### config.mk
export PLATFORM = sky130hd
export DESIGN_NAME = sslpc_top
export DESIGN_NICKNAME = d
export VERILOG_FILES = /design/src/design/sslpc_pkg.sv /design/src/design/sslpc_shift_if.sv /design/src/design/sslpc_shifter.sv /design/src/design/sslpc_top.sv
export VERILOG_INCLUDE_DIRS = /design/src /design/src/design
export SDC_FILE = /design/constraint.sdc
export NUM_CORES = 1
export LEC_CHECK = 0
export BUFFER_PORTS_ARGS = -buffer_cell sky130_fd_sc_hd__buf_2
export CELL_PAD_IN_SITES_DETAIL_PLACEMENT = 0
export CELL_PAD_IN_SITES_GLOBAL_PLACEMENT = 1
export CORE_UTILIZATION = 50
export CTS_CLUSTER_DIAMETER = 30
export DETAILED_ROUTE_END_ITERATION = 6
export GPL_TIMING_DRIVEN = 0
export HOLD_SLACK_MARGIN = 0.12
export PLACE_DENSITY_LB_ADDON = 0.1
export SYNTH_ARGS = -nofsm -noshare
export SYNTH_HDL_FRONTEND = slang
export SYNTH_HIERARCHICAL = 1
export SYNTH_SLANG_ARGS = --single-unit
### constraint.sdc
create_clock -name ref_clk -period 1.7 [get_ports ref_clk]
set_input_delay 0.17 -clock ref_clk [delete_from_list [all_inputs] [get_ports ref_clk]]
set_output_delay 0.17 -clock ref_clk [all_outputs]
set_load 0.1 [all_outputs]
### src/design/sslpc_defs.svh
`ifndef SSLPC_DEFS_SVH
`define SSLPC_DEFS_SVH

// programming word shape
`define SSLPC_WORD_W    24
`define SSLPC_CTRL_W    2
`define SSLPC_NUM_LATCH 4

// latch and bit that hold the power down bit
`define SSLPC_PD_LATCH  2'h2
`define SSLPC_PD_BIT    3

// monitor select field inside the same latch
`define SSLPC_MON_LSB   4
`define SSLPC_MON_W     3

// reset value of every latch
`define SSLPC_LATCH_RST 24'h000000

`endif

### src/design/sslpc_pkg.sv
`include "sslpc_defs.svh"

package sslpc_pkg;

  typedef logic [`SSLPC_WORD_W-1:0] sslpc_word_t;
  typedef logic [`SSLPC_CTRL_W-1:0] sslpc_ctrl_t;

  // monitor output sources
  typedef enum logic [`SSLPC_MON_W-1:0] {
    SSLPC_MON_LOCK = 3'h0,
    SSLPC_MON_RF   = 3'h1,
    SSLPC_MON_REF  = 3'h2
  } sslpc_mon_sel_t;

endpackage

### src/design/sslpc_shift_if.sv
`timescale 1ns/1ps

interface sslpc_shift_if;
  import sslpc_pkg::*;

  sslpc_word_t word;
  logic        load;

  modport src (output word, output load);
  modport dst (input  word, input  load);
endinterface

### src/design/sslpc_shifter.sv
`timescale 1ns/1ps
`include "sslpc_defs.svh"

module sslpc_shifter
  import sslpc_pkg::*;
(
  input  wire logic   ref_clk,
  input  wire logic   rst,
  input  wire logic   ser_clk,
  input  wire logic   ser_data,
  input  wire logic   load_strobe,
  sslpc_shift_if.src  sh
);

  logic        ser_clk_r;
  logic        ser_clk_nxt;
  logic        strobe_r;
  logic        strobe_nxt;
  sslpc_word_t shift_r;
  sslpc_word_t shift_nxt;
  logic        clk_rise;

  // edge detect on the sampled pins
  assign clk_rise = ser_clk & ~ser_clk_r;
  assign sh.load  = load_strobe & ~strobe_r; // one pulse per strobe rise
  assign sh.word  = shift_r;

  // shift one bit per serial clock rise, msb first
  always_comb begin
    ser_clk_nxt = ser_clk;
    strobe_nxt  = load_strobe;
    shift_nxt   = shift_r;
    if (clk_rise) begin
      shift_nxt = {shift_r[`SSLPC_WORD_W-2:0], ser_data};
    end
  end

  always_ff @(posedge ref_clk) begin
    if (rst) begin
      ser_clk_r <= 1'b0;
      strobe_r  <= 1'b0;
      shift_r   <= `SSLPC_LATCH_RST;
    end else begin
      ser_clk_r <= ser_clk_nxt;
      strobe_r  <= strobe_nxt;
      shift_r   <= shift_nxt;
    end
  end

  property p_shift_in;
    @(posedge ref_clk) disable iff (rst)
      clk_rise |=> shift_r == {$past(shift_r[`SSLPC_WORD_W-2:0]), $past(ser_data)};
  endproperty
  a_shift_in: assert property (p_shift_in) else $error("serial bit not shifted in");

  property p_shift_hold;
    @(posedge ref_clk) disable iff (rst)
      !clk_rise |=> $stable(shift_r);
  endproperty
  a_shift_hold: assert property (p_shift_hold) else $error("shift moved without clock");

endmodule

### src/design/sslpc_top.sv
`timescale 1ns/1ps
`include "sslpc_defs.svh"

// Behaviour
// - Each rising serial clock edge shifts the data bit into a 24-bit shift register.
// - A rising load strobe copies the shift register into the latch its two low bits select.
// - A low chip enable powers the device down and floats the charge pump output.
// - A high chip enable powers up only while the programmed power down bit is clear.
// - The monitor output shows lock detect, divided rf or divided reference.
// - The charge pump sources or sinks only while enabled and is idle otherwise.
module sslpc_top
  import sslpc_pkg::*;
(
  input  wire logic ref_clk,
  input  wire logic rst,
  input  wire logic ser_clk,
  input  wire logic ser_data,
  input  wire logic load_strobe,
  input  wire logic chip_enable,
  input  wire logic lock_detect,
  input  wire logic rf_div,
  input  wire logic ref_div,
  input  wire logic pump_up,
  input  wire logic pump_dn,
  output logic      selectable_monitor_output,
  output logic      charge_pump_source,
  output logic      charge_pump_sink,
  output logic      charge_pump_output_oe_n,
  output logic      powered_up
);

  sslpc_shift_if sh ();

  sslpc_shifter u_shifter (
    .ref_clk     (ref_clk),
    .rst         (rst),
    .ser_clk     (ser_clk),
    .ser_data    (ser_data),
    .load_strobe (load_strobe),
    .sh          (sh.src)
  );

  // true when a load strobe targets latch idx
  function automatic logic sel_hit(input logic ld, input sslpc_word_t w, input sslpc_ctrl_t idx);
    sel_hit = ld && (w[`SSLPC_CTRL_W-1:0] == idx);
  endfunction

  sslpc_word_t latch_r   [`SSLPC_NUM_LATCH];
  sslpc_word_t latch_nxt [`SSLPC_NUM_LATCH];

  // one latch per control code; only its own strobe may touch it
  for (genvar gi = 0; gi < `SSLPC_NUM_LATCH; gi++) begin : g_latch
    always_comb begin
      latch_nxt[gi] = latch_r[gi];
      if (sel_hit(sh.load, sh.word, sslpc_ctrl_t'(gi))) begin
        latch_nxt[gi] = sh.word;
      end
    end

    always_ff @(posedge ref_clk) begin
      if (rst) begin
        latch_r[gi] <= `SSLPC_LATCH_RST;
      end else begin
        latch_r[gi] <= latch_nxt[gi];
      end
    end
  end

  logic           pd_bit;
  sslpc_mon_sel_t mon_sel;
  logic           pwr_r;
  logic           pwr_nxt;
  logic           mon_r;
  logic           mon_nxt;
  logic           src_r;
  logic           src_nxt;
  logic           snk_r;
  logic           snk_nxt;

  assign pd_bit  = latch_r[`SSLPC_PD_LATCH][`SSLPC_PD_BIT];
  assign mon_sel = sslpc_mon_sel_t'(latch_r[`SSLPC_PD_LATCH][`SSLPC_MON_LSB +: `SSLPC_MON_W]);

  // power state, pump drive and monitor select; all registered so pins never glitch
  always_comb begin
    pwr_nxt = chip_enable & ~pd_bit;
    src_nxt = pwr_nxt & pump_up;
    snk_nxt = pwr_nxt & pump_dn;
    case (mon_sel)
      SSLPC_MON_LOCK: mon_nxt = lock_detect;
      SSLPC_MON_RF:   mon_nxt = rf_div;
      SSLPC_MON_REF:  mon_nxt = ref_div;
      default:        mon_nxt = 1'b0;        // unused codes park low
    endcase
  end

  always_ff @(posedge ref_clk) begin
    if (rst) begin
      pwr_r <= 1'b0;
      mon_r <= 1'b0;
      src_r <= 1'b0;
      snk_r <= 1'b0;
    end else begin
      pwr_r <= pwr_nxt;
      mon_r <= mon_nxt;
      src_r <= src_nxt;
      snk_r <= snk_nxt;
    end
  end

  assign powered_up                = pwr_r;
  assign charge_pump_output_oe_n   = ~pwr_r; // floats while powered down
  assign charge_pump_source        = src_r;
  assign charge_pump_sink          = snk_r;
  assign selectable_monitor_output = mon_r;

  property p_load_copy;
    @(posedge ref_clk) disable iff (rst)
      sh.load |=> latch_r[$past(sh.word[`SSLPC_CTRL_W-1:0])] == $past(sh.word);
  endproperty
  a_load_copy: assert property (p_load_copy) else $error("load did not reach latch");

  property p_no_load_hold;
    @(posedge ref_clk) disable iff (rst)
      !sh.load |=> $stable(latch_r[0]) && $stable(latch_r[1]) &&
                   $stable(latch_r[2]) && $stable(latch_r[3]);
  endproperty
  a_no_load_hold: assert property (p_no_load_hold) else $error("latch changed without load");

  property p_ce_low_float;
    @(posedge ref_clk) disable iff (rst)
      !chip_enable |=> charge_pump_output_oe_n && !powered_up;
  endproperty
  a_ce_low_float: assert property (p_ce_low_float) else $error("pump driven with ce low");

  property p_power_up;
    @(posedge ref_clk) disable iff (rst)
      chip_enable |=> powered_up == !$past(pd_bit);
  endproperty
  a_power_up: assert property (p_power_up) else $error("power state ignores pd bit");

  property p_mon_rf;
    @(posedge ref_clk) disable iff (rst)
      mon_sel == SSLPC_MON_RF |=> selectable_monitor_output == $past(rf_div);
  endproperty
  a_mon_rf: assert property (p_mon_rf) else $error("monitor not showing rf");

  property p_mon_lock;
    @(posedge ref_clk) disable iff (rst)
      mon_sel == SSLPC_MON_LOCK |=> selectable_monitor_output == $past(lock_detect);
  endproperty
  a_mon_lock: assert property (p_mon_lock) else $error("monitor not showing lock");

  property p_pump_idle;
    @(posedge ref_clk) disable iff (rst)
      charge_pump_output_oe_n |-> !charge_pump_source && !charge_pump_sink;
  endproperty
  a_pump_idle: assert property (p_pump_idle) else $error("pump active while disabled");

  property p_pump_follow;
    @(posedge ref_clk) disable iff (rst)
      pwr_nxt |=> charge_pump_source == $past(pump_up) && charge_pump_sink == $past(pump_dn);
  endproperty
  a_pump_follow: assert property (p_pump_follow) else $error("pump ignores request");

  // the power down latch must ignore loads aimed at the other latches
  property p_load_only_sel;
    @(posedge ref_clk) disable iff (rst)
      sh.load && (sh.word[`SSLPC_CTRL_W-1:0] != `SSLPC_PD_LATCH) |=>
        $stable(latch_r[`SSLPC_PD_LATCH]);
  endproperty
  a_load_only_sel: assert property (p_load_only_sel) else $error("load hit wrong latch");

  // a strobe held high must not load a second time
  property p_load_once;
    @(posedge ref_clk) disable iff (rst)
      sh.load |=> !sh.load;
  endproperty
  a_load_once: assert property (p_load_once) else $error("strobe loaded twice");

  property p_pd_block;
    @(posedge ref_clk) disable iff (rst)
      chip_enable && pd_bit |=> !powered_up && charge_pump_output_oe_n;
  endproperty
  a_pd_block: assert property (p_pd_block) else $error("pd bit did not hold power off");

  property p_ce_rise_up;
    @(posedge ref_clk) disable iff (rst)
      $rose(chip_enable) && !pd_bit |=> powered_up && !charge_pump_output_oe_n;
  endproperty
  a_ce_rise_up: assert property (p_ce_rise_up) else $error("chip enable did not power up");

  property p_mon_ref;
    @(posedge ref_clk) disable iff (rst)
      mon_sel == SSLPC_MON_REF |=> selectable_monitor_output == $past(ref_div);
  endproperty
  a_mon_ref: assert property (p_mon_ref) else $error("monitor not showing ref");

  // unused select codes must park the pin rather than leak a source
  property p_mon_park;
    @(posedge ref_clk) disable iff (rst)
      !(mon_sel inside {SSLPC_MON_LOCK, SSLPC_MON_RF, SSLPC_MON_REF}) |=> !selectable_monitor_output;
  endproperty
  a_mon_park: assert property (p_mon_park) else $error("monitor not parked low");

  // no reset disable here: this one watches the reset itself
  property p_reset_idle;
    @(posedge ref_clk)
      rst |=> !powered_up && charge_pump_output_oe_n && !charge_pump_source &&
              !charge_pump_sink && !selectable_monitor_output;
  endproperty
  a_reset_idle: assert property (p_reset_idle) else $error("outputs not idle in reset");

  c_load_pd: cover property (@(posedge ref_clk) disable iff (rst)
    sel_hit(sh.load, sh.word, `SSLPC_PD_LATCH));
  c_load_l0: cover property (@(posedge ref_clk) disable iff (rst)
    sel_hit(sh.load, sh.word, 2'h0));
  c_powerup: cover property (@(posedge ref_clk) disable iff (rst) $rose(powered_up));
  c_mon_ref: cover property (@(posedge ref_clk) disable iff (rst) mon_sel == SSLPC_MON_REF);
  c_pd_block: cover property (@(posedge ref_clk) disable iff (rst)
    chip_enable && pd_bit);

endmodule

After elaboration in Yosys (flattened, before gate mapping)
Memory sizes are Yosys's and may differ from the RTL's.
Cells that the tools add are included.
{"block": "word_totals", "reg_bits": 30, "latchBits": 0, "mem_bits_rw": 96, "rom_bits": 0, "inputBits": 11, "out_inout_bits": 5, "elab_cells": 52, "mem_count": 1}
{"memory": "latch_r", "words": 4, "word_bits": 24, "read_ports": 1, "rd_clocked_by_memory_dff": 0, "write_ports": 4, "line_no": "sslpc_top.sv:48", "text": "sslpc_word_t latch_r [`SSLPC_NUM_LATCH];"}
{"block": "classes", "n_addsub": 0, "multipliers": 0, "div": 0, "n_lt_le_gt_ge": 0, "eq_ne": 9, "n_shift": 0, "mux": 12, "bitwise": 13, "reduce_logical": 10}
{"operator": "two-way mux 24 bit", "n": 8}
{"operator": "AND reduction 2 bit", "n": 4}
{"operator": "bitwise AND 1 bit", "n": 5}
{"operator": "equality test 2 bit (second input constant)", "n": 2}
{"operator": "logical AND 1 bit", "n": 4}
{"operator": "inequality test 1 bit (second input constant)", "n": 4}
{"operator": "inverter 1 bit", "n": 4}
{"operator": "bitwise OR 1 bit", "n": 4}
{"operator": "equality test 3 x 1 -> 1 bit (second input constant)", "n": 1}
{"operator": "equality test 3 x 2 -> 1 bit (second input constant)", "n": 1}
{"operator": "logical NOT 3 bit", "n": 1}
{"operator": "two-way mux 1 bit", "n": 3}
{"operator": "case mux 1 bit (3 select lines)", "n": 1}
{"operator": "equality test 2 x 1 -> 1 bit (second input constant)", "n": 1}
{"operator": "logical NOT 2 bit", "n": 1}

Longest topological paths before layout
Gate-level depths: netlist of the first run.
{"block": "logic_depth", "depth_word": 6, "mapped_depth": 4, "mapped_depth_nobuf": 4}

Cells and area by module
Netlist of the first run, hierarchy kept.
{"module": "sslpc_shifter", "n_inst": 1, "cells_each": 85, "area_per_inst_um2": 1019.7, "seq_area_each_um2": 520.5}
{"module": "sslpc_top", "n_inst": 1, "cells_each": 25, "area_per_inst_um2": 299.0, "seq_area_each_um2": 160.2}

Least setup slack after synthesis of the first run
Ideal clock, no wire load.
{"block": "synth_timing", "kind": "flip-flop to output port", "from": "reg pwr_r (netlist: powered_up)", "to": "out charge_pump_output_oe_n", "t_arrival_ns": 1.610, "t_required_ns": 1.530, "setup_slack_ns": -0.080, "stages_incl_launch_ff": 2, "path_cell_list": "dfxtp_1 -> inv_1"}
{"block": "synth_between", "elab_chain_cells": 1}
{"item": "start: declaration", "line_no": "sslpc_top.sv:71", "text": "logic pwr_r;"}
{"item": "start signal: assignment", "line_no": "sslpc_top.sv:103", "text": "pwr_r <= pwr_nxt;"}
{"item": "inverter 1 bit", "line_no": "sslpc_top.sv:111", "text": "assign charge_pump_output_oe_n = ~pwr_r;"}
{"item": "end: declaration", "line_no": "sslpc_top.sv:28", "text": "output logic charge_pump_output_oe_n,"}
No other way between the ends.

Worst setup path after layout of the first run
Ends and elaborated chain as after synthesis.

==> results by group, run 1 <==
Clock tree
  – Clock root buffer: clkbuf_4
  – Setup Buffers After CTS: 0
  – Max clock buf depth: 2
  – CTS tree: yes
  – Clock H-tree levels: 1
  – Reg clk slew, reported paths: 90 ps
  – Clock sinks: 17
  – Clk_lat worst skew: 280 ps
  – Num CTS Buffers: 3

Worst setup path
  – Critical path class: reg -> out
  – CP max FO: 2
  – Crit end category: primary output
  – Type of origin of the critical path: flop
  – Critical Path RT: 1530 ps
  – Reg2reg setup slack: 730 ps
  – Worst R2R Path Depth: 4
  – CP arrival: 1080 ps

Power and ir drop
  – Combinational power share: 15.9%
  – PD cells: 865 nW/um2
  – Seq pwr share: 56.2%
  – Switching power of the nets: 0.186 mW
  – Clock share of power: 27.9%
  – Net Sw Frac: 25.4%
  – Pint: 0.548 mW
  – Leakage power: 0.406 nW
  – Worst vdd ir: 0.000594 V

Floorplanning
  – Die area: 1540 um2
  – Initial Util: 53.4%
  – FP Rows: 13
  – Core ar.: 1300 um2
  – Num ports: 16
  – DIE HEIGHT: 39.3 um
  – Die Wd: 39.3 um

Drt
  – Avg Vias per Cell: 4.77
  – Post-route ant nets: 0
  – Final routed DRC violation total: 0
  – Final wirelength: 1050 um
  – Routed len/inst: 11.0 um
  – Pre-Repair DR Iteration Count: 2
  – Initial DRC Count: 1
  – Via count: 453

Global route
  – First-pass GRT wire length: 1590 um
  – Vias in the first global route: 384
  – Overflow after GRT: 0
  – Initial antenna violation count: 0
  – Largest net degree at the start of global routing: 13
  – Gr usage total: 16.6%

Hold path
  – Worst min path class: in -> reg
  – Hold Path Depth: 2

STA
  – Worst-margin pin slew: 485 ps
  – Final period util: 73.4%
  – RSZ-0062 raised after global routing: no
  – Final Skew: 4.25 ps
  – Setup violations, final: 0
  – Tmin final: 1250 ps
  – Total negative slack: 0 ps
  – Hold Vio Cnt, Final: 0
  – Slew headroom: 67.9%
  – Final Max Slew Viols: 0
  – Fmax: 801 MHz

Synthesis
  – Syn avg cell area: 12.0 um2
  – Cell Area, Synth: 694 um2
  – Yosys warns: 6
  – Post-Syn Nets: 69
  – Gate Count Post-Synth: 58

Finish
  – Nets@finish: 92
  – N_diodes: 0
  – Final instance area: 850 um2
  – Fillers: 118
  – Area Growth Syn to Fin: 22.3%
  – Layout cells sized above 1: 36.3%
  – Fin util: 65.3%

Placement
  – Port Buffers: 15
  – Hpwl dp: 799 um
  – RD Place Congestion: 0.622
  – Placed cell area: 793 um2

Run
  – Max Cap Viol: 0

Outcome
  – Status: finished clean
## final timing paths
path | start | end
setup / recovery | powered_up$_SDFF_PP0_ | charge_pump_output_oe_n
hold / removal | ser_clk | u_shifter/ser_clk_r$_SDFF_PP0_
setup reg to reg | u_shifter/ser_clk_r$_SDFF_PP0_ | u_shifter/sh.word[4]$_SDFFE_PP0P_
hold reg to reg | latch_r[2][6]$_SDFFE_PP0P_ | selectable_monitor_output$_SDFF_PP0_
## worst max-delay path, stage by stage (launching register included)
cell and delay (ps):
dfxtp_2 340, clkinvlp_4 50, buf_2 410
## sequential cells by signal, summed over array words and instances (netlist names)
name and flops:
charge_pump_source 1, u_shifter/sh.word 7, selectable_monitor_output 1, u_shifter/ser_clk_r 1
u_shifter/strobe_r 1, powered_up 1, charge_pump_sink 1, latch_r 4
## metal layers
metal	global-route usage, %	wire length [um]	vias to the layer above
li1	-	-	238
met1	17.5	464	205
met2	28.3	530	8
met3	6.82	40	2
met4	7.76	11	0
met5	0	0	-
## metrics by stage
| stage | hold WS [ps] | cells | worst slack [ps] | total power [mW] |
|---|---|---|---|---|
| floorplan | 242 | 58 | 268 | 0.510 |
| finish | 136 | 95 | 452 | 0.735 |
| global route | 123 | 95 | 396 | 0.777 |
| CTS | 135 | 95 | 439 | 0.748 |
| global placement | 379 | 88 | 748 | 0.533 |
| detailed placement | 378 | 88 | 748 | 0.535 |
## area by class of cell
class | count | area (um2) | area share, %
multi-input cells | 35 | 290 | 34.2
inverters | 1 | 7.51 | 0.884
clock buffers | 4 | 26.3 | 3.09
flip-flops and latches | 17 | 342 | 40.2
plain buffers | 5 | 60.1 | 7.07
well taps | 15 | 18.8 | 2.21
repair buffers | 18 | 105 | 12.4
## power by group through the flow
| stage | Clock [mW] | Sequential, mW | Combinational, mW |
|---|---|---|---|
| after global placement | 0 | 0.422 | 0.112 |
| after floorplan | 0 | 0.454 | 0.0561 |
| after global routing | 0.238 | 0.414 | 0.124 |
| after detailed placement | 0 | 0.422 | 0.113 |
| after CTS | 0.216 | 0.413 | 0.119 |
| final | 0.205 | 0.413 | 0.117 |
## layout by cell type (no fill, tap or decap), types with 2 or more instances in the layout
cell and n:
and2_1 2, buf_12 2, buf_2 16, clkbuf_1 2, clkbuf_4 3, dfxtp_1 16, dlygate4sd3_1 3, mux2i_1 10
nand2b_1 8, nor2_1 4, nor2b_1 3
## timing repair
| action | in CTS | in global routing |
|---|---|---|
| endpoints found under the hold margin | 3 | 0 |
| resized for setup | 0 | 0 |
| hold buffers | 3 | 0 |
(Power assumes the default switching activity.)
==> run 2: changes to the inputs <==
CORE_UTILIZATION = 46   (was 50)
clock period = 1.2 ns   (was 1.7 ns; I/O delays follow)
==> run 2 against run 1 <==
Net effect: non-clock buffer count up 4; power up 44%; via count down 0.44%; combinational power up 53%; sequential power up 41%; clock skew down 3.7 ps; die area up 8.3%; final cell count up 4.2%; first-iteration DRC count rose to 4.0 times the previous value; wire length down 2.7%; register-to-register slack worse by 500 ps; core utilization up 1.5 points.
==> results by group, run 2 (same netlist as run 1, synthesis figures left out) <==
Clock tree
  – Clock root buffer: clkbuf_4
  – Max clock buf depth: 2
  – Reg clk slew, reported paths: 90 ps
  – CTS tree: yes
  – Num CTS Buffers: 3
  – Clk_lat worst skew: 280 ps
  – Setup Buffers After CTS: 0
  – Clock H-tree levels: 1
  – Clock sinks: 17

STA
  – Fmax: 879 MHz
  – Worst hold margin: 147 ps
  – Slew headroom: 68.0%
  – Final period util: 94.8%
  – Setup violations, final: 0
  – RSZ-0062 raised after global routing: no
  – Final Max Slew Viols: 0
  – Worst-margin pin slew: 483 ps
  – Final Skew: 0.517 ps
  – Tmin final: 1140 ps
  – Total negative slack: 0 ps
  – Hold Vio Cnt, Final: 0

Drt
  – Final routed DRC violation total: 0
  – Via count: 451
  – Routed len/inst: 10.3 um
  – Pre-Repair DR Iteration Count: 2
  – Initial DRC Count: 4
  – Post-route ant nets: 0
  – Final wirelength: 1020 um
  – Avg Vias per Cell: 4.56

Finish
  – Fin util: 66.8%
  – Nets@finish: 96
  – Area of the multi-input gates: 290 um2
  – Layout Cells excl Fill: 99
  – Fillers: 113
  – Max FFs per register: 7
  – Layout cells sized above 1: 34.5%
  – N_diodes: 0
  – Area Growth Syn to Fin: 29.9%
  – FF+latch area: 344 um2
  – Commonest cells after routing, fill and taps aside: dfxtp_1 (16), buf_2 (12), mux2i_1 (10), nand2b_1 (8), dlygate4sd3_1 (7)
  – Commonest non-fill, non-tap cell in the layout: dfxtp_1

Global route
  – Vias in the first global route: 391
  – Initial antenna violation count: 0
  – First-pass GRT wire length: 1630 um
  – Gr usage total: 16.3%
  – Overflow after GRT: 0
  – Largest net degree at the start of global routing: 13

Floorplanning
  – Die Wd: 40.9 um
  – DIE HEIGHT: 40.9 um
  – Core ar.: 1350 um2
  – FP Rows: 13
  – Die area: 1670 um2
  – Num ports: 16
  – Initial Util: 51.4%

Hold path
  – Worst min path class: in -> reg

Worst setup path
  – Type of origin of the critical path: input pin
  – Critical Path RT: 1380 ps
  – CP max FO: 4
  – CP arrival: 1310 ps
  – Crit end category: flop
  – Critical path class: in -> reg

Placement
  – Hpwl dp: 701 um
  – Port Buffers: 15
  – RD Place Congestion: 0.581
  – Placed Instances: 88

Run
  – Max Cap Viol: 0

Outcome
  – Status: finished clean

Power and ir drop
  – Leakage power: 0.424 nW
  – PD cells: 1170 nW/um2
  – Worst vdd ir: 0.000696 V
[run 2: cell types whose count changed in the layout (fill, tap and decap cells not counted)]
cell and delta:
dfxtp_2 -1, dfxtp_4 +1, buf_2 -4, dlygate4sd3_1 +4, buf_4 +2, clkbuf_4 +2
[run 2: worst max-delay path, stage by stage]
cell           delay, ps
dlygate4sd3_1        520
buf_2                100
nor2b_1              220
nand3b_4             140
mux2i_1              170
nor2_1                50
[run 2: worst paths after layout]
| kind | cells past startpoint | startpoint | slack (ps) | end |
|---|---|---|---|---|
| max reg2reg | 4 | u_shifter/strobe_r$_SDFF_PP0_ | 230 | latch_r[2][5]$_SDFFE_PP0P_ |
| max | 6 | load_strobe | 60 | latch_r[2][5]$_SDFFE_PP0P_ |
| min reg2reg | 1 | latch_r[2][3]$_SDFFE_PP0P_ | 450 | powered_up$_SDFF_PP0_ |
| min | 2 | rst | 150 | latch_r[2][4]$_SDFFE_PP0P_ |
[run 2: cell type report]
| class | count | area share, % |
|---|---|---|
| buffer | 5 | 6.66 |
| clock buffer | 4 | 2.91 |
| inverter | 1 | 0.832 |
| multi-input combinational | 35 | 32.2 |
| sequential | 17 | 38.1 |
| tap | 15 | 2.08 |
| timing repair buffer | 22 | 17.2 |
[run 2: timing repair]
item / in CTS / in global routing
endpoints found under the setup margin: 2 / 2
resized for setup: 2 / 2
endpoints found under the hold margin: 7 / 0
hold buffers: 7 / 0
pin swaps: 0 / 0
[run 2: stage by stage]
step | power [mW] | worst slack (ps) | cell area, um2
after floorplan | 0.721 | 53.8 | 702
after global placement | 0.754 | 256 | 796
after detailed placement | 0.754 | 233 | 796
after CTS | 1.08 | 54.6 | 897
after global routing | 1.12 | 9.01 | 902
final | 1.06 | 62.8 | 902
[run 2: routing by layer]
layer  part of all wire (%)  GRT usage (%)
met5                      0              0
met4                      0           12.5
met3                    4.9           8.15
met2                     45           21.9
met1                     50           19.4
[run 2: power breakdown]
group	switching, mW	internal (mW)
clock network	0.166	0.129
logic	0.0962	0.0824
registers	0.00684	0.576
total	0.269	0.788
